File: src/nri_pkg.sv
// package for the nand reset / identification host controller
// assumes an asynchronous 8-bit multiplexed nand bus driven by one system clock
package nri_pkg;
  // command codes
  localparam logic [7:0] CMD_RESET     = 8'h00_FF;
  localparam logic [7:0] CMD_READ_ID   = 8'h00_90;
  localparam logic [7:0] CMD_READ      = 8'h00_00;
  localparam logic [7:0] CMD_STATUS    = 8'h00_70;
  localparam logic [7:0] CMD_PARAM     = 8'h00_EC;
  localparam logic [7:0] CMD_ALT_A     = 8'h00_30;
  localparam logic [7:0] CMD_ALT_B     = 8'h00_65;
  localparam logic [7:0] CMD_ALT_C     = 8'h00_00;
  localparam logic [7:0] CMD_ALT_CONF  = 8'h00_30;
  // address bytes
  localparam logic [7:0] ADDR_ID       = 8'h00_00;
  localparam logic [7:0] ADDR_ONFI     = 8'h00_20;
  localparam logic [7:0] ADDR_PARAM    = 8'h00_00;
  localparam logic [7:0] ALT_ADDR0     = 8'h00_00;
  localparam logic [7:0] ALT_ADDR1     = 8'h00_02;
  localparam logic [7:0] ALT_ADDR2     = 8'h00_02;
  localparam logic [7:0] ALT_ADDR3     = 8'h00_00;
  localparam logic [7:0] ALT_ADDR4     = 8'h00_00;
  localparam int         ALT_ADDR_N    = 5;
  // read counts per operation
  localparam int         ID_BYTES      = 5;
  localparam int         SIG_BYTES     = 4;
  localparam int         PARAM_BYTES   = 6;
  // status values after reset
  localparam logic [7:0] STAT_RST_WP_HI = 8'h00_E0;
  localparam logic [7:0] STAT_RST_WP_LO = 8'h00_60;
  localparam int         STAT_WP_BIT    = 7;
  // bus timing, ns and derived cycles at 250 mhz
  localparam int         CLK_PERIOD_NS = 4;
  localparam int         T_STROBE_NS   = 20;
  localparam int         STROBE_CYC    = (T_STROBE_NS + CLK_PERIOD_NS - 1) / CLK_PERIOD_NS;
  localparam int         T_WB_NS       = 100;
  localparam int         WB_CYC        = (T_WB_NS + CLK_PERIOD_NS - 1) / CLK_PERIOD_NS;
  // operations requested by the user
  typedef enum logic [2:0] {
    NRI_OP_RESET  = 3'h0,
    NRI_OP_ID     = 3'h1,
    NRI_OP_ONFI   = 3'h2,
    NRI_OP_PARAM  = 3'h3,
    NRI_OP_ALT    = 3'h4,
    NRI_OP_STATUS = 3'h5
  } nri_op_e;
endpackage

File: src/nri_host.sv
// host controller: reset, id, signature, alternate id and parameter page reads
// assumes device pins are asynchronous; ready/busy passes a two-flop synchroniser
`timescale 1ns/1ps
module nri_host #(
  parameter int ALT_BYTES = 8
) (
  // clock and reset
  input  wire logic       i_sys_clk,
  input  wire logic       i_rst,
  // user request
  input  wire logic       i_req_valid,
  input  wire logic [2:0] i_req_op,
  output logic            o_req_ready,
  // user read data
  output logic            o_rd_valid,
  output logic [7:0]      o_rd_data,
  input  wire logic       i_rd_ready,
  output logic            o_done,
  output logic            o_init_done,
  // nand pins
  output logic            o_ce_n,
  output logic            o_cle,
  output logic            o_ale,
  output logic            o_we_n,
  output logic            o_read_enable_n,
  output logic [7:0]      o_io,
  output logic            o_io_oe,
  input  wire logic [7:0] i_io,
  input  wire logic       i_rb_n
);

  typedef enum logic [3:0] {
    NRI_IDLE  = 4'b0000,
    NRI_CMD   = 4'b0001,
    NRI_ADDR  = 4'b0011,
    NRI_WB    = 4'b0010,
    NRI_BUSY  = 4'b0110,
    NRI_READ  = 4'b0111,
    NRI_FIN   = 4'b0101,
    NRI_CMD2  = 4'b0100
  } nri_state_e;

  nri_state_e  state;
  logic [2:0]  op;
  logic [3:0]  seq_idx;    // command index within sequence
  logic [7:0]  strobe_cnt;
  logic [7:0]  byte_cnt;
  logic [7:0]  wb_cnt;
  logic        did_init;
  logic        pend_dummy; // last op left device in an id-like mode
  logic        rb_m;
  logic        rb_s;
  logic        phase;      // 0: strobe low, 1: strobe high
  logic        strobe_end;
  logic [7:0]  n_cmd;
  logic [7:0]  n_addr;
  logic [3:0]  n_addr_cnt;
  logic [7:0]  n_reads;
  logic        n_wait_rb;
  // two-entry skid buffer on the read path
  logic [7:0]  buf_data [2];
  logic        buf_wr;
  logic [1:0]  buf_cnt;
  logic        buf_rd_ptr;
  logic        buf_wr_ptr;
  logic        buf_ready;
  logic        buf_pop;

  // ready/busy synchroniser
  always_ff @(posedge i_sys_clk) begin
    rb_m <= i_rb_n;
    rb_s <= rb_m;
  end

  // per-operation sequence tables
  always_comb begin
    n_cmd      = nri_pkg::CMD_RESET;
    n_addr     = nri_pkg::ADDR_ID;
    n_addr_cnt = 4'h0;
    n_reads    = 8'h00;
    n_wait_rb  = 1'b0;
    case (op)
      nri_pkg::NRI_OP_RESET: begin
        n_wait_rb = 1'b1;
      end
      nri_pkg::NRI_OP_ID: begin
        n_cmd      = (seq_idx == 4'h0 && pend_dummy) ? nri_pkg::CMD_READ : nri_pkg::CMD_READ_ID;
        n_addr     = nri_pkg::ADDR_ID;
        n_addr_cnt = 4'h1;
        n_reads    = 8'(nri_pkg::ID_BYTES);
      end
      nri_pkg::NRI_OP_ONFI: begin
        n_cmd      = nri_pkg::CMD_READ_ID;
        n_addr     = nri_pkg::ADDR_ONFI;
        n_addr_cnt = 4'h1;
        n_reads    = 8'(nri_pkg::SIG_BYTES);
      end
      nri_pkg::NRI_OP_PARAM: begin
        n_cmd      = nri_pkg::CMD_PARAM;
        n_addr     = nri_pkg::ADDR_PARAM;
        n_addr_cnt = 4'h1;
        n_reads    = 8'(nri_pkg::PARAM_BYTES);
        n_wait_rb  = 1'b1;
      end
      nri_pkg::NRI_OP_ALT: begin
        case (seq_idx)
          4'h0:    n_cmd = nri_pkg::CMD_ALT_A;
          4'h1:    n_cmd = nri_pkg::CMD_ALT_B;
          4'h2:    n_cmd = nri_pkg::CMD_ALT_C;
          default: n_cmd = nri_pkg::CMD_ALT_CONF;
        endcase
        case (byte_cnt[2:0])
          3'h0:    n_addr = nri_pkg::ALT_ADDR0;
          3'h1:    n_addr = nri_pkg::ALT_ADDR1;
          3'h2:    n_addr = nri_pkg::ALT_ADDR2;
          3'h3:    n_addr = nri_pkg::ALT_ADDR3;
          default: n_addr = nri_pkg::ALT_ADDR4;
        endcase
        n_addr_cnt = 4'(nri_pkg::ALT_ADDR_N);
        n_reads    = 8'(ALT_BYTES);
      end
      default: begin
        // status: dummy 00h first when the device still sits in an id mode
        n_cmd   = (seq_idx == 4'h0 && pend_dummy) ? nri_pkg::CMD_READ : nri_pkg::CMD_STATUS;
        n_reads = 8'h01;
      end
    endcase
  end

  assign strobe_end = (strobe_cnt == 8'(nri_pkg::STROBE_CYC - 1));
  assign o_req_ready = (state == NRI_IDLE) && (did_init || i_req_op == 3'(nri_pkg::NRI_OP_RESET));

  // strobe timing counter, shared by write and read pulses
  always_ff @(posedge i_sys_clk) begin
    if (i_rst || state == NRI_IDLE || state == NRI_WB || state == NRI_BUSY || strobe_end) begin
      strobe_cnt <= 8'h00;
    end else if (state != NRI_READ || buf_ready || phase) begin
      strobe_cnt <= strobe_cnt + 8'h01;
    end
  end

  // main sequencer
  always_ff @(posedge i_sys_clk) begin
    if (i_rst) begin
      state      <= NRI_IDLE;
      op         <= 3'h0;
      seq_idx    <= 4'h0;
      byte_cnt   <= 8'h00;
      wb_cnt     <= 8'h00;
      phase      <= 1'b0;
      did_init   <= 1'b0;
      pend_dummy <= 1'b0;
    end else begin
      case (state)
        NRI_IDLE: begin
          if (i_req_valid && o_req_ready) begin
            op       <= i_req_op;
            seq_idx  <= 4'h0;
            byte_cnt <= 8'h00;
            phase    <= 1'b0;
            state    <= NRI_CMD;
          end
        end
        NRI_CMD: begin
          if (strobe_end) begin
            phase <= ~phase;
            if (phase) begin
              seq_idx <= seq_idx + 4'h1;
              // only the leading slot is a dummy; the alternate prefix also carries 00h
              if (seq_idx == 4'h0 && pend_dummy && n_cmd == nri_pkg::CMD_READ) begin
                pend_dummy <= 1'b0;
                state      <= NRI_CMD;
              end else if (op == 3'(nri_pkg::NRI_OP_ALT) && seq_idx < 4'h2) begin
                state <= NRI_CMD;
              end else if (n_addr_cnt != 4'h0) begin
                state <= NRI_ADDR;
              end else begin
                wb_cnt <= 8'h00;
                state  <= NRI_WB;
              end
            end
          end
        end
        NRI_ADDR: begin
          if (strobe_end) begin
            phase <= ~phase;
            if (phase) begin
              byte_cnt <= byte_cnt + 8'h01;
              if (byte_cnt + 8'h01 == 8'(n_addr_cnt)) begin
                byte_cnt <= 8'h00;
                wb_cnt   <= 8'h00;
                state    <= (op == 3'(nri_pkg::NRI_OP_ALT)) ? NRI_CMD2 : NRI_WB;
              end
            end
          end
        end
        NRI_CMD2: begin
          // alternate id confirm command
          if (strobe_end) begin
            phase <= ~phase;
            if (phase) begin
              state <= NRI_WB;
            end
          end
        end
        NRI_WB: begin
          // let ready/busy fall before sampling it
          wb_cnt <= wb_cnt + 8'h01;
          if (wb_cnt == 8'(nri_pkg::WB_CYC)) begin
            state <= n_wait_rb ? NRI_BUSY : (n_reads != 8'h00 ? NRI_READ : NRI_FIN);
          end
        end
        NRI_BUSY: begin
          if (rb_s) begin
            state <= (n_reads != 8'h00) ? NRI_READ : NRI_FIN;
            if (op == 3'(nri_pkg::NRI_OP_RESET)) begin
              did_init   <= 1'b1;
              pend_dummy <= 1'b0;
            end
          end
        end
        NRI_READ: begin
          if (strobe_end) begin
            phase <= ~phase;
            if (phase) begin
              byte_cnt <= byte_cnt + 8'h01;
              if (byte_cnt + 8'h01 == n_reads) begin
                state <= NRI_FIN;
              end
            end
          end
        end
        default: begin
          // id-like modes persist, so a later status needs the dummy read command
          pend_dummy <= (op != 3'(nri_pkg::NRI_OP_STATUS) && op != 3'(nri_pkg::NRI_OP_RESET));
          state      <= NRI_IDLE;
        end
      endcase
    end
  end

  // read byte capture at the end of the low read strobe, one cycle before it rises
  assign buf_wr = (state == NRI_READ) && strobe_end && !phase;

  // pins: strobes low in phase 0, data driven on writes
  always_ff @(posedge i_sys_clk) begin
    if (i_rst) begin
      o_ce_n          <= 1'b1;
      o_cle           <= 1'b0;
      o_ale           <= 1'b0;
      o_we_n          <= 1'b1;
      o_read_enable_n <= 1'b1;
      o_io            <= 8'h00;
      o_io_oe         <= 1'b0;
    end else begin
      o_ce_n          <= (state == NRI_IDLE);
      o_cle           <= (state == NRI_CMD || state == NRI_CMD2);
      o_ale           <= (state == NRI_ADDR);
      o_we_n          <= !((state == NRI_CMD || state == NRI_CMD2 || state == NRI_ADDR) && !phase);
      o_read_enable_n <= !((state == NRI_READ) && !phase && (buf_ready || strobe_cnt != 8'h00));
      o_io            <= (state == NRI_ADDR) ? n_addr :
                         (state == NRI_CMD2) ? nri_pkg::CMD_ALT_CONF : n_cmd;
      o_io_oe         <= (state == NRI_CMD || state == NRI_CMD2 || state == NRI_ADDR);
    end
  end

  // buffer: a new read strobe starts only when an entry is free
  assign buf_ready = (buf_cnt != 2'd2);
  assign buf_pop   = o_rd_valid && i_rd_ready;
  assign o_rd_valid = (buf_cnt != 2'd0);
  assign o_rd_data  = buf_data[buf_rd_ptr];

  always_ff @(posedge i_sys_clk) begin
    if (i_rst) begin
      buf_cnt    <= 2'd0;
      buf_rd_ptr <= 1'b0;
      buf_wr_ptr <= 1'b0;
    end else begin
      buf_cnt <= buf_cnt + 2'(buf_wr) - 2'(buf_pop);
      if (buf_wr) begin
        buf_wr_ptr <= ~buf_wr_ptr;
      end
      if (buf_pop) begin
        buf_rd_ptr <= ~buf_rd_ptr;
      end
    end
  end

  // buffer storage, pins sampled twice before use
  logic [7:0] io_m;
  logic [7:0] io_s;
  always_ff @(posedge i_sys_clk) begin
    io_m <= i_io;
    io_s <= io_m;
    if (buf_wr) begin
      buf_data[buf_wr_ptr] <= io_s;
    end
  end

  // completion pulse and init flag
  always_ff @(posedge i_sys_clk) begin
    if (i_rst) begin
      o_done      <= 1'b0;
      o_init_done <= 1'b0;
    end else begin
      o_done      <= (state == NRI_FIN);
      o_init_done <= did_init;
    end
  end

endmodule

File: config.mk
export PLATFORM = sky130hd
export DESIGN_NAME = nri_host
export DESIGN_NICKNAME = d
export VERILOG_FILES = /design/src/nri_pkg.sv /design/src/nri_host.sv
export SDC_FILE = /design/constraint.sdc
export NUM_CORES = 1
export LEC_CHECK = 0
export BUFFER_PORTS_ARGS = -buffer_cell sky130_fd_sc_hd__buf_2
export CAP_MARGIN = 20
export CORE_ASPECT_RATIO = 1.25
export CORE_MARGIN = 2
export CORE_UTILIZATION = 30
export DETAILED_ROUTE_END_ITERATION = 6
export GPL_ROUTABILITY_DRIVEN = 0
export PLACE_DENSITY = 0.46
export SYNTH_ARGS = -nofsm -noshare
export SYNTH_HDL_FRONTEND = slang
export SYNTH_SLANG_ARGS = --single-unit
File: constraint.sdc
create_clock -name i_sys_clk -period 2.2 [get_ports i_sys_clk]
set_input_delay 0.44 -clock i_sys_clk [delete_from_list [all_inputs] [get_ports i_sys_clk]]
set_output_delay 0.44 -clock i_sys_clk [all_outputs]
set_load 0.01 [all_outputs]
==> metrics.txt, run 1 <==
# TYPE chip_impl_metric gauge
chip_impl_metric{name="gr-total-overflow",unit=""} 0
chip_impl_metric{name="core_area",unit="um2"} 13800
chip_impl_metric{name="cts.reportedPaths.clkPinSlew",unit="ps"} 80
chip_impl_metric{name="synth_compound_area_share",unit="%"} 14.7
chip_impl_metric{name="synth_xor_xnor_area_share",unit="%"} 4.38
chip_impl_metric{name="synthesis.area_per_instance",unit="um2"} 9.18
chip_impl_metric{name="clock_share_of_power",unit="%"} 43.0
chip_impl_metric{name="boundaryPins",unit=""} 42
chip_impl_metric{name="yosys.area_share.adder",unit="%"} 3.88
chip_impl_info{name="reg2reg_from",value="strobe_cnt[4]$_SDFFE_PP0P_"} 1
chip_impl_metric{name="max_cap_viols",unit=""} 0
chip_impl_metric{name="multi_input_comb_area",unit="um2"} 2100
chip_impl_metric{name="overall_fraction_of_global_route_tracks_in_use",unit="%"} 14.6
chip_impl_info{name="hold_path_startpoint",value="i_io[4]"} 1
chip_impl_metric{name="final_max_slew_viol_count",unit=""} 0
chip_impl_metric{name="cp_data_arrival_time",unit="ps"} 2340
chip_impl_metric{name="final_net_count",unit=""} 561
chip_impl_metric{name="synth_warnings",unit=""} 0
chip_impl_metric{name="synth_cell_types",unit=""} 64
chip_impl_metric{name="wire_length_of_the_first_global_routing_pass",unit="mm"} 16.8
chip_impl_metric{name="die_x",unit="um"} 110
chip_impl_info{name="grt-busiest-layer",value="met2"} 1
chip_impl_metric{name="antenna_found_initial",unit=""} 0
chip_impl_metric{name="drive_above_1_share",unit="%"} 24.8
chip_impl_metric{name="antenna_cells_inserted",unit=""} 0
chip_impl_metric{name="timing.critical_path.fanout_max",unit=""} 5
chip_impl_metric{name="numPortBuffers",unit=""} 41
chip_impl_info{name="holdPathEnd",value="io_m[4]$_DFF_P_"} 1
chip_impl_info{name="dominant_combinational_cell_family_by_area_after_synthesis",value="simple AND/OR/NAND/NOR gates"} 1
chip_impl_metric{name="hold-worst-slack",unit="ps"} 189
chip_impl_info{name="critical_path_capture_point_type",value="flip-flop"} 1
chip_impl_metric{name="dpl.cell_count",unit=""} 692
chip_impl_metric{name="instances_no_fill",unit=""} 712
chip_impl_metric{name="final_setup_viols",unit=""} 0
chip_impl_metric{name="globalRouteMet1Util",unit="%"} 18.1
chip_impl_metric{name="netlist_instances",unit=""} 457
chip_impl_info{name="cts_tree",value="built"} 1
chip_impl_metric{name="finalWirelength",unit="mm"} 10.2
chip_impl_metric{name="holdPathStages",unit=""} 1
chip_impl_metric{name="max_freq",unit="GHz"} 0.476
chip_impl_metric{name="cellPowerDensity",unit="nW/um2"} 700
chip_impl_metric{name="drt-pass1-iter-count",unit=""} 4
chip_impl_metric{name="first_global_vias",unit=""} 3385
chip_impl_metric{name="drc",unit=""} 0
chip_impl_metric{name="via_count",unit=""} 3500
chip_impl_metric{name="power_switching_share",unit="%"} 26.2
chip_impl_metric{name="cts-hold-fix-buffers",unit=""} 0
chip_impl_info{name="worst_hold_path_type",value="in -> reg"} 1
chip_impl_info{name="synthFlopType",value="dfxtp_1"} 1
chip_impl_metric{name="synth-simple-area-share",unit="%"} 22.8
chip_impl_info{name="timing.critical_path.from_type",value="flip-flop"} 1
chip_impl_metric{name="cp.required",unit="ps"} 2440
chip_impl_metric{name="ant_nets",unit=""} 0
chip_impl_metric{name="regArea",unit="um2"} 2010
chip_impl_metric{name="clkLatencyLatePin",unit="ps"} 350
chip_impl_metric{name="reg2regPathDepth",unit=""} 6
chip_impl_metric{name="grt_start_max_net_pins",unit=""} 23
chip_impl_metric{name="ctsLongestPathBuffers",unit=""} 2
chip_impl_info{name="result_of_the_run",value="finished, final reports clean"} 1
chip_impl_metric{name="async_s_r_ff_share_synth",unit="%"} 0
chip_impl_metric{name="leakagePower",unit="nW"} 2.07
chip_impl_info{name="master_cell_of_the_clock_root_buffer",value="clkbuf_16"} 1
chip_impl_metric{name="synth_edf_count",unit=""} 16
chip_impl_metric{name="max_slew.worst_pin.slew",unit="ps"} 658
chip_impl_info{name="reg2reg_to",value="seq_idx[3]$_SDFFE_PP0P_"} 1
chip_impl_metric{name="finalHoldViolCount",unit=""} 0
chip_impl_metric{name="post-route-period-util",unit="%"} 95.5
chip_impl_metric{name="syn_nets",unit=""} 486
chip_impl_metric{name="flow.area_growth_from_synthesis",unit="%"} 25.6
chip_impl_metric{name="total_cts_buffers",unit=""} 9
chip_impl_metric{name="fin_setup_tns",unit="ps"} 0
chip_impl_metric{name="fin_total_pwr",unit="mW"} 3.69
chip_impl_metric{name="ys_ff_latch",unit=""} 92
chip_impl_metric{name="hpwl",unit="mm"} 7.61
chip_impl_metric{name="cts_num_sinks",unit=""} 92
chip_impl_metric{name="die_h",unit="um"} 136
chip_impl_metric{name="worst-r2r-setup-slack",unit="ps"} 100
chip_impl_metric{name="detail_route.wl_per_cell",unit="um"} 14.3
chip_impl_metric{name="final.min_clock_period",unit="ps"} 2100
chip_impl_metric{name="worst_slew_margin_rel",unit="%"} 55.9
chip_impl_metric{name="grt_util_met2",unit="%"} 25.1
chip_impl_metric{name="dr.first_iter.drc_count",unit=""} 208
chip_impl_metric{name="clock-skew-final",unit="ps"} 6.91
chip_impl_metric{name="power.internal",unit="mW"} 2.72
chip_impl_metric{name="met3_routing_resource_usage_after_global_routing",unit="%"} 3.16
chip_impl_metric{name="initial_core_util",unit="%"} 30.5
chip_impl_metric{name="die_area",unit="um2"} 15000
chip_impl_metric{name="cts.htree.levels",unit=""} 3
chip_impl_metric{name="combined_area_of_all_synthesized_cells",unit="um2"} 4200
chip_impl_metric{name="max-vdd-ir-drop",unit="uV"} 292
chip_impl_metric{name="routed_via_density",unit=""} 4.92
chip_impl_metric{name="placementRows",unit=""} 48
chip_impl_metric{name="post_synth_mux_area_share",unit="%"} 3.10
chip_impl_metric{name="fill_cell_count",unit=""} 1389
chip_impl_metric{name="share_seq_of_total_power",unit="%"} 48.7
chip_impl_metric{name="combPwrFrac",unit="%"} 8.2
chip_impl_info{name="crit_type",value="reg -> reg"} 1
chip_impl_metric{name="fin_util",unit="%"} 38.3
chip_impl_metric{name="synth_sequential_area_ratio",unit="%"} 47.7
chip_impl_metric{name="p_switching",unit="mW"} 0.966
-- power by group through the flow --
stage	Sequential [mW]	Clock (mW)	Combinational, mW
floorplan	1.83	0	0.185
global placement	1.84	0	0.303
detailed placement	1.84	0	0.304
CTS	1.80	1.64	0.306
global route	1.81	1.72	0.338
finish	1.80	1.59	0.304
-- final cells by class --
type / count / share of cell area, %
Tap cell: 175 / 4.16
Timing Repair Buffer: 85 / 10.7
Clock buffer: 9 / 4.28
Inverter: 16 / 1.14
Multi-Input combinational cell: 328 / 39.9
Sequential cell: 92 / 38.1
Clock inverter: 7 / 1.69
-- cell usage in the layout (no fill, tap or decap), drive strengths merged, types with 3 or more instances in the layout --
cell and n:
mux2i 4, o21ai 24, nor2b 8, xnor2 10
a21o 3, a21oi 30, nor4 3, or3 4
nand2 42, or2 6, clkinv 4, or4 5
mux2 8, ha 13, clkbuf 9, nor2 50
nand3 17, and2 8, nand4 8, buf 85
dfxtp 76, and3 4, o211ai 3, a211oi 3
xor2 11, inv 19, a31oi 4, edfxtp 16
nand2b 8, nor3 16, a21boi 3
-- what timing repair did --
action | in CTS | in global routing
resized for setup | 0 | 16
setup buffers | 0 | 4
setup endpoints to repair | 0 | 14
-- per-stage QoR --
stage          area (um2)  setup WS, ps
3_5_place_dp         4870          32.2
3_3_place_gp         4870          80.7
2_1_floorplan        4200          36.5
5_1_grt              5270         -24.9
4_1_cts              5180          5.58
6_report             5270          97.9
-- logic make-up after synthesis --
group           Yosys count
xor+xnor                 21
buf+inv                  37
simple gates            186
mux                      12
fa+ha+maj                13
compound gates           96
flops                    92
-- metal layers --
| metal | routed length, um | up-vias |
|---|---|---|
| met3 | 290 | 6 |
| met2 | 5300 | 50 |
| met5 | 0 | - |
| li1 | - | 1769 |
| met4 | 105 | 0 |
| met1 | 4480 | 1675 |
-- flip-flops by register name (all words and copies together), names as in the netlist, 2 cells and up, named ones only --
| signal | count |
|---|---|
| io_m | 8 |
| strobe_cnt | 8 |
| state | 3 |
| wb_cnt | 8 |
| io_s | 8 |
| seq_idx | 4 |
| buf_cnt | 2 |
| byte_cnt | 8 |
| buf_data | 16 |
| op | 3 |
| o_io | 8 |
-- cells in the mapped netlist (all sizes together) (4+ instances only) --
cell type  instances  share of area [%]
xor2              11                2.3
dfxtp             76                 36
nand4              8                1.2
and2               8                1.2
xnor2             10                2.1
mux2i              4               0.95
edfxtp            16                 11
or2                6               0.89
ha                13                3.9
nor2              50                4.5
or3                4               0.60
o21ai             24                2.9
clkbuf            18                1.6
or4                5                1.1
inv               15                1.3
nand3             17                2.0
a21oi             30                3.6
nor2b              8                1.2
nand2b             8                1.2
a31oi              4               0.60
mux2               8                2.1
nand2             42                3.8
nor3              16                2.3
and3               4               0.60
-- worst max-delay path by stage --
stage	from	endpoint	slack (ps)	depth (start not counted)
after detailed placement	byte_cnt[1]$_SDFFE_PP0P_	byte_cnt[2]$_SDFFE_PP0P_	30	7
after floorplan	byte_cnt[1]$_SDFFE_PP0P_	byte_cnt[2]$_SDFFE_PP0P_	40	7
after global placement	strobe_cnt[4]$_SDFFE_PP0P_	seq_idx[3]$_SDFFE_PP0P_	80	6
after global routing	byte_cnt[0]$_SDFFE_PP0P_	byte_cnt[2]$_SDFFE_PP0P_	-20	8
after CTS	byte_cnt[1]$_SDFFE_PP0P_	byte_cnt[2]$_SDFFE_PP0P_	6	7
final	strobe_cnt[4]$_SDFFE_PP0P_	seq_idx[3]$_SDFFE_PP0P_	100	6
-- critical path, cell delays in order (launching register included) --
cell and delay (ps):
dfxtp_1 340, or4_4 560, or4_4 510, nor3_4 240, nand4_1 130, xor2_1 180
nor2_2 40
Power figures use the tool's default switching activity.
==> run 2: changes to the inputs <==
==> constraint.sdc (replaced) <==
create_clock -name i_sys_clk -period 2.2 [get_ports i_sys_clk]
set_input_delay 0.55 -clock i_sys_clk [delete_from_list [all_inputs] [get_ports i_sys_clk]]
set_output_delay 0.55 -clock i_sys_clk [all_outputs]
set_load 0.01 [all_outputs]
==> metrics.txt, run 2 (synthesis results as in run 1) <==
# TYPE chip_impl_metric gauge
chip_impl_metric{name="ctsLongestPathBuffers",unit=""} 2
chip_impl_metric{name="routed_via_density",unit=""} 4.94
chip_impl_metric{name="drc",unit=""} 0
chip_impl_metric{name="final_max_slew_viol_count",unit=""} 0
chip_impl_metric{name="clock-skew-final",unit="ps"} 6.79
chip_impl_metric{name="max_cap_viols",unit=""} 0
chip_impl_info{name="layout_common_cells",value="dfxtp_1, nor2_1, buf_4"} 1
chip_impl_metric{name="instances_no_fill",unit=""} 717
chip_impl_metric{name="post_dp_cell_area",unit="um2"} 4900
chip_impl_info{name="timing.critical_path.from_type",value="flip-flop"} 1
chip_impl_metric{name="summed_area_of_non_filler_cells_in_the_final_layout",unit="um2"} 5290
chip_impl_metric{name="leakagePower",unit="nW"} 2.09
chip_impl_metric{name="wire_length_of_the_first_global_routing_pass",unit="mm"} 17.2
chip_impl_metric{name="multi_input_comb_area",unit="um2"} 2100
chip_impl_metric{name="cts.reportedPaths.clkPinSlew",unit="ps"} 70
chip_impl_metric{name="fin_total_pwr",unit="mW"} 3.69
chip_impl_info{name="hold_path_startpoint",value="i_io[0]"} 1
chip_impl_metric{name="pre_cts_ws",unit="ps"} -12.0
chip_impl_metric{name="drt-pass1-iter-count",unit=""} 4
chip_impl_metric{name="clkLatencyLatePin",unit="ps"} 350
chip_impl_metric{name="max_freq",unit="GHz"} 0.478
chip_impl_metric{name="cts_num_sinks",unit=""} 92
chip_impl_metric{name="cp.required",unit="ps"} 2450
chip_impl_metric{name="antenna_found_initial",unit=""} 0
chip_impl_metric{name="cp_data_arrival_time",unit="ps"} 2340
chip_impl_info{name="critical_path_capture_point_type",value="flip-flop"} 1
chip_impl_metric{name="gr-total-overflow",unit=""} 0
chip_impl_info{name="cts_tree",value="built"} 1
chip_impl_info{name="crit_path_start",value="strobe_cnt[4]$_SDFFE_PP0P_"} 1
chip_impl_info{name="reg2reg_from",value="strobe_cnt[4]$_SDFFE_PP0P_"} 1
chip_impl_metric{name="first_global_vias",unit=""} 3502
chip_impl_metric{name="final.min_clock_period",unit="ps"} 2090
chip_impl_metric{name="worstPathBufferInverterCount",unit=""} 0
chip_impl_metric{name="max-vdd-ir-drop",unit="uV"} 301
chip_impl_info{name="timing.critical_path.cells",value="or4_4 -> or4_4 -> nor3_4 -> nand4_1 -> xor2_1 -> nor2_2"} 1
chip_impl_metric{name="finalWirelength",unit="mm"} 10.4
chip_impl_metric{name="antenna_cells_inserted",unit=""} 0
chip_impl_info{name="worst_path_max_delay_cell",value="or4_4"} 1
chip_impl_info{name="cp_top_family",value="simple AND/OR/NAND/NOR gates"} 1
chip_impl_metric{name="cts.htree.levels",unit=""} 3
chip_impl_info{name="crit_type",value="reg -> reg"} 1
chip_impl_info{name="largest-register",value="buf_data"} 1
chip_impl_metric{name="worst_slack",unit="ps"} 107
chip_impl_metric{name="initial_core_util",unit="%"} 30.5
chip_impl_metric{name="via_count",unit=""} 3542
chip_impl_info{name="master_cell_of_the_clock_root_buffer",value="clkbuf_16"} 1
chip_impl_metric{name="max_slew.worst_pin.slew",unit="ps"} 738
chip_impl_metric{name="numPortBuffers",unit=""} 41
chip_impl_metric{name="hpwl",unit="mm"} 7.75
chip_impl_info{name="timing.critical_path.mode_cell",value="or4_4"} 1
chip_impl_metric{name="final_net_count",unit=""} 566
chip_impl_metric{name="die_h",unit="um"} 136
chip_impl_metric{name="die_x",unit="um"} 110
chip_impl_info{name="mostFrequentLayoutCell",value="dfxtp_1"} 1
chip_impl_metric{name="ant_nets",unit=""} 0
chip_impl_metric{name="peak_per_stage_delay_on_the_critical_path",unit="ps"} 560
chip_impl_metric{name="cellPowerDensity",unit="nW/um2"} 698
chip_impl_metric{name="flow.area_growth_from_synthesis",unit="%"} 26.1
chip_impl_info{name="worst_hold_path_type",value="in -> reg"} 1
chip_impl_metric{name="timing.critical_path.fanout_max",unit=""} 5
chip_impl_metric{name="boundaryPins",unit=""} 42
chip_impl_metric{name="regArea",unit="um2"} 2000
chip_impl_metric{name="detail_route.wl_per_cell",unit="um"} 14.5
chip_impl_metric{name="total_cts_buffers",unit=""} 9
chip_impl_metric{name="finalHoldViolCount",unit=""} 0
chip_impl_metric{name="final_setup_viols",unit=""} 0
chip_impl_metric{name="die_area",unit="um2"} 15000
chip_impl_metric{name="dr.first_iter.drc_count",unit=""} 199
chip_impl_metric{name="placementRows",unit=""} 48
chip_impl_info{name="rsz0062_at_grt",value="false"} 1
chip_impl_metric{name="core_area",unit="um2"} 13800
chip_impl_metric{name="grt_start_max_net_pins",unit=""} 23
chip_impl_info{name="result_of_the_run",value="finished, final reports clean"} 1
chip_impl_metric{name="fin_setup_tns",unit="ps"} 0
chip_impl_metric{name="fill_cell_count",unit=""} 1416
chip_impl_metric{name="largest_register_ff_count",unit=""} 16
chip_impl_metric{name="overall_fraction_of_global_route_tracks_in_use",unit="%"} 14.9
chip_impl_metric{name="dpl.cell_count",unit=""} 698
chip_impl_metric{name="drive_above_1_share",unit="%"} 24.9
chip_impl_metric{name="post-route-period-util",unit="%"} 95.1
chip_impl_metric{name="worst_slew_margin_rel",unit="%"} 50.6
## run 2: worst paths after layout
path | endpoint | slack, ps | cells past startpoint
setup / recovery | seq_idx[3]$_SDFFE_PP0P_ | 110 | 6
hold / removal | io_m[0]$_DFF_P_ | 300 | 1
setup reg to reg | seq_idx[3]$_SDFFE_PP0P_ | 110 | 6
hold reg to reg | io_s[4]$_DFF_P_ | 330 | 0
## run 2: what timing repair did
action / CTS / global route
hold buffers: 0 / 0
gates resized for setup: 0 / 12
setup buffers: 0 / 3
hold endpoints to repair: 0 / 0
setup endpoints to repair: 0 / 15
## run 2: power breakdown
part	total, mW	internal [mW]	switching (mW)
logic	0.306	0.138	0.168
clock network	1.59	0.820	0.770
registers	1.80	1.76	0.0332
total	3.69	2.72	0.971
## run 2: area by class of cell
class | count | share of cell area, %
Inverter | 16 | 1.14
Clock buffer | 9 | 4.26
Clock inverter | 7 | 1.68
Timing Repair Buffer | 90 | 11.1
Tap cell | 175 | 4.14
Sequential cell | 92 | 37.9
Multi-Input combinational cell | 328 | 39.8
## run 2: per-stage QoR
step,hold WS [ps],util [%]
2_1_floorplan,310,-
3_3_place_gp,311,35.6
3_5_place_dp,313,35.6
4_1_cts,283,37.9
5_1_grt,279,38.5
6_report,298,38.5
## run 2: layer usage
layer	GRT usage (%)	up-vias	routed length [um]
met5	0	-	0
met4	5.27	0	134
met3	2.92	9	250
met2	25.1	46	5330
met1	18.9	1704	4700
li1	-	1783	-
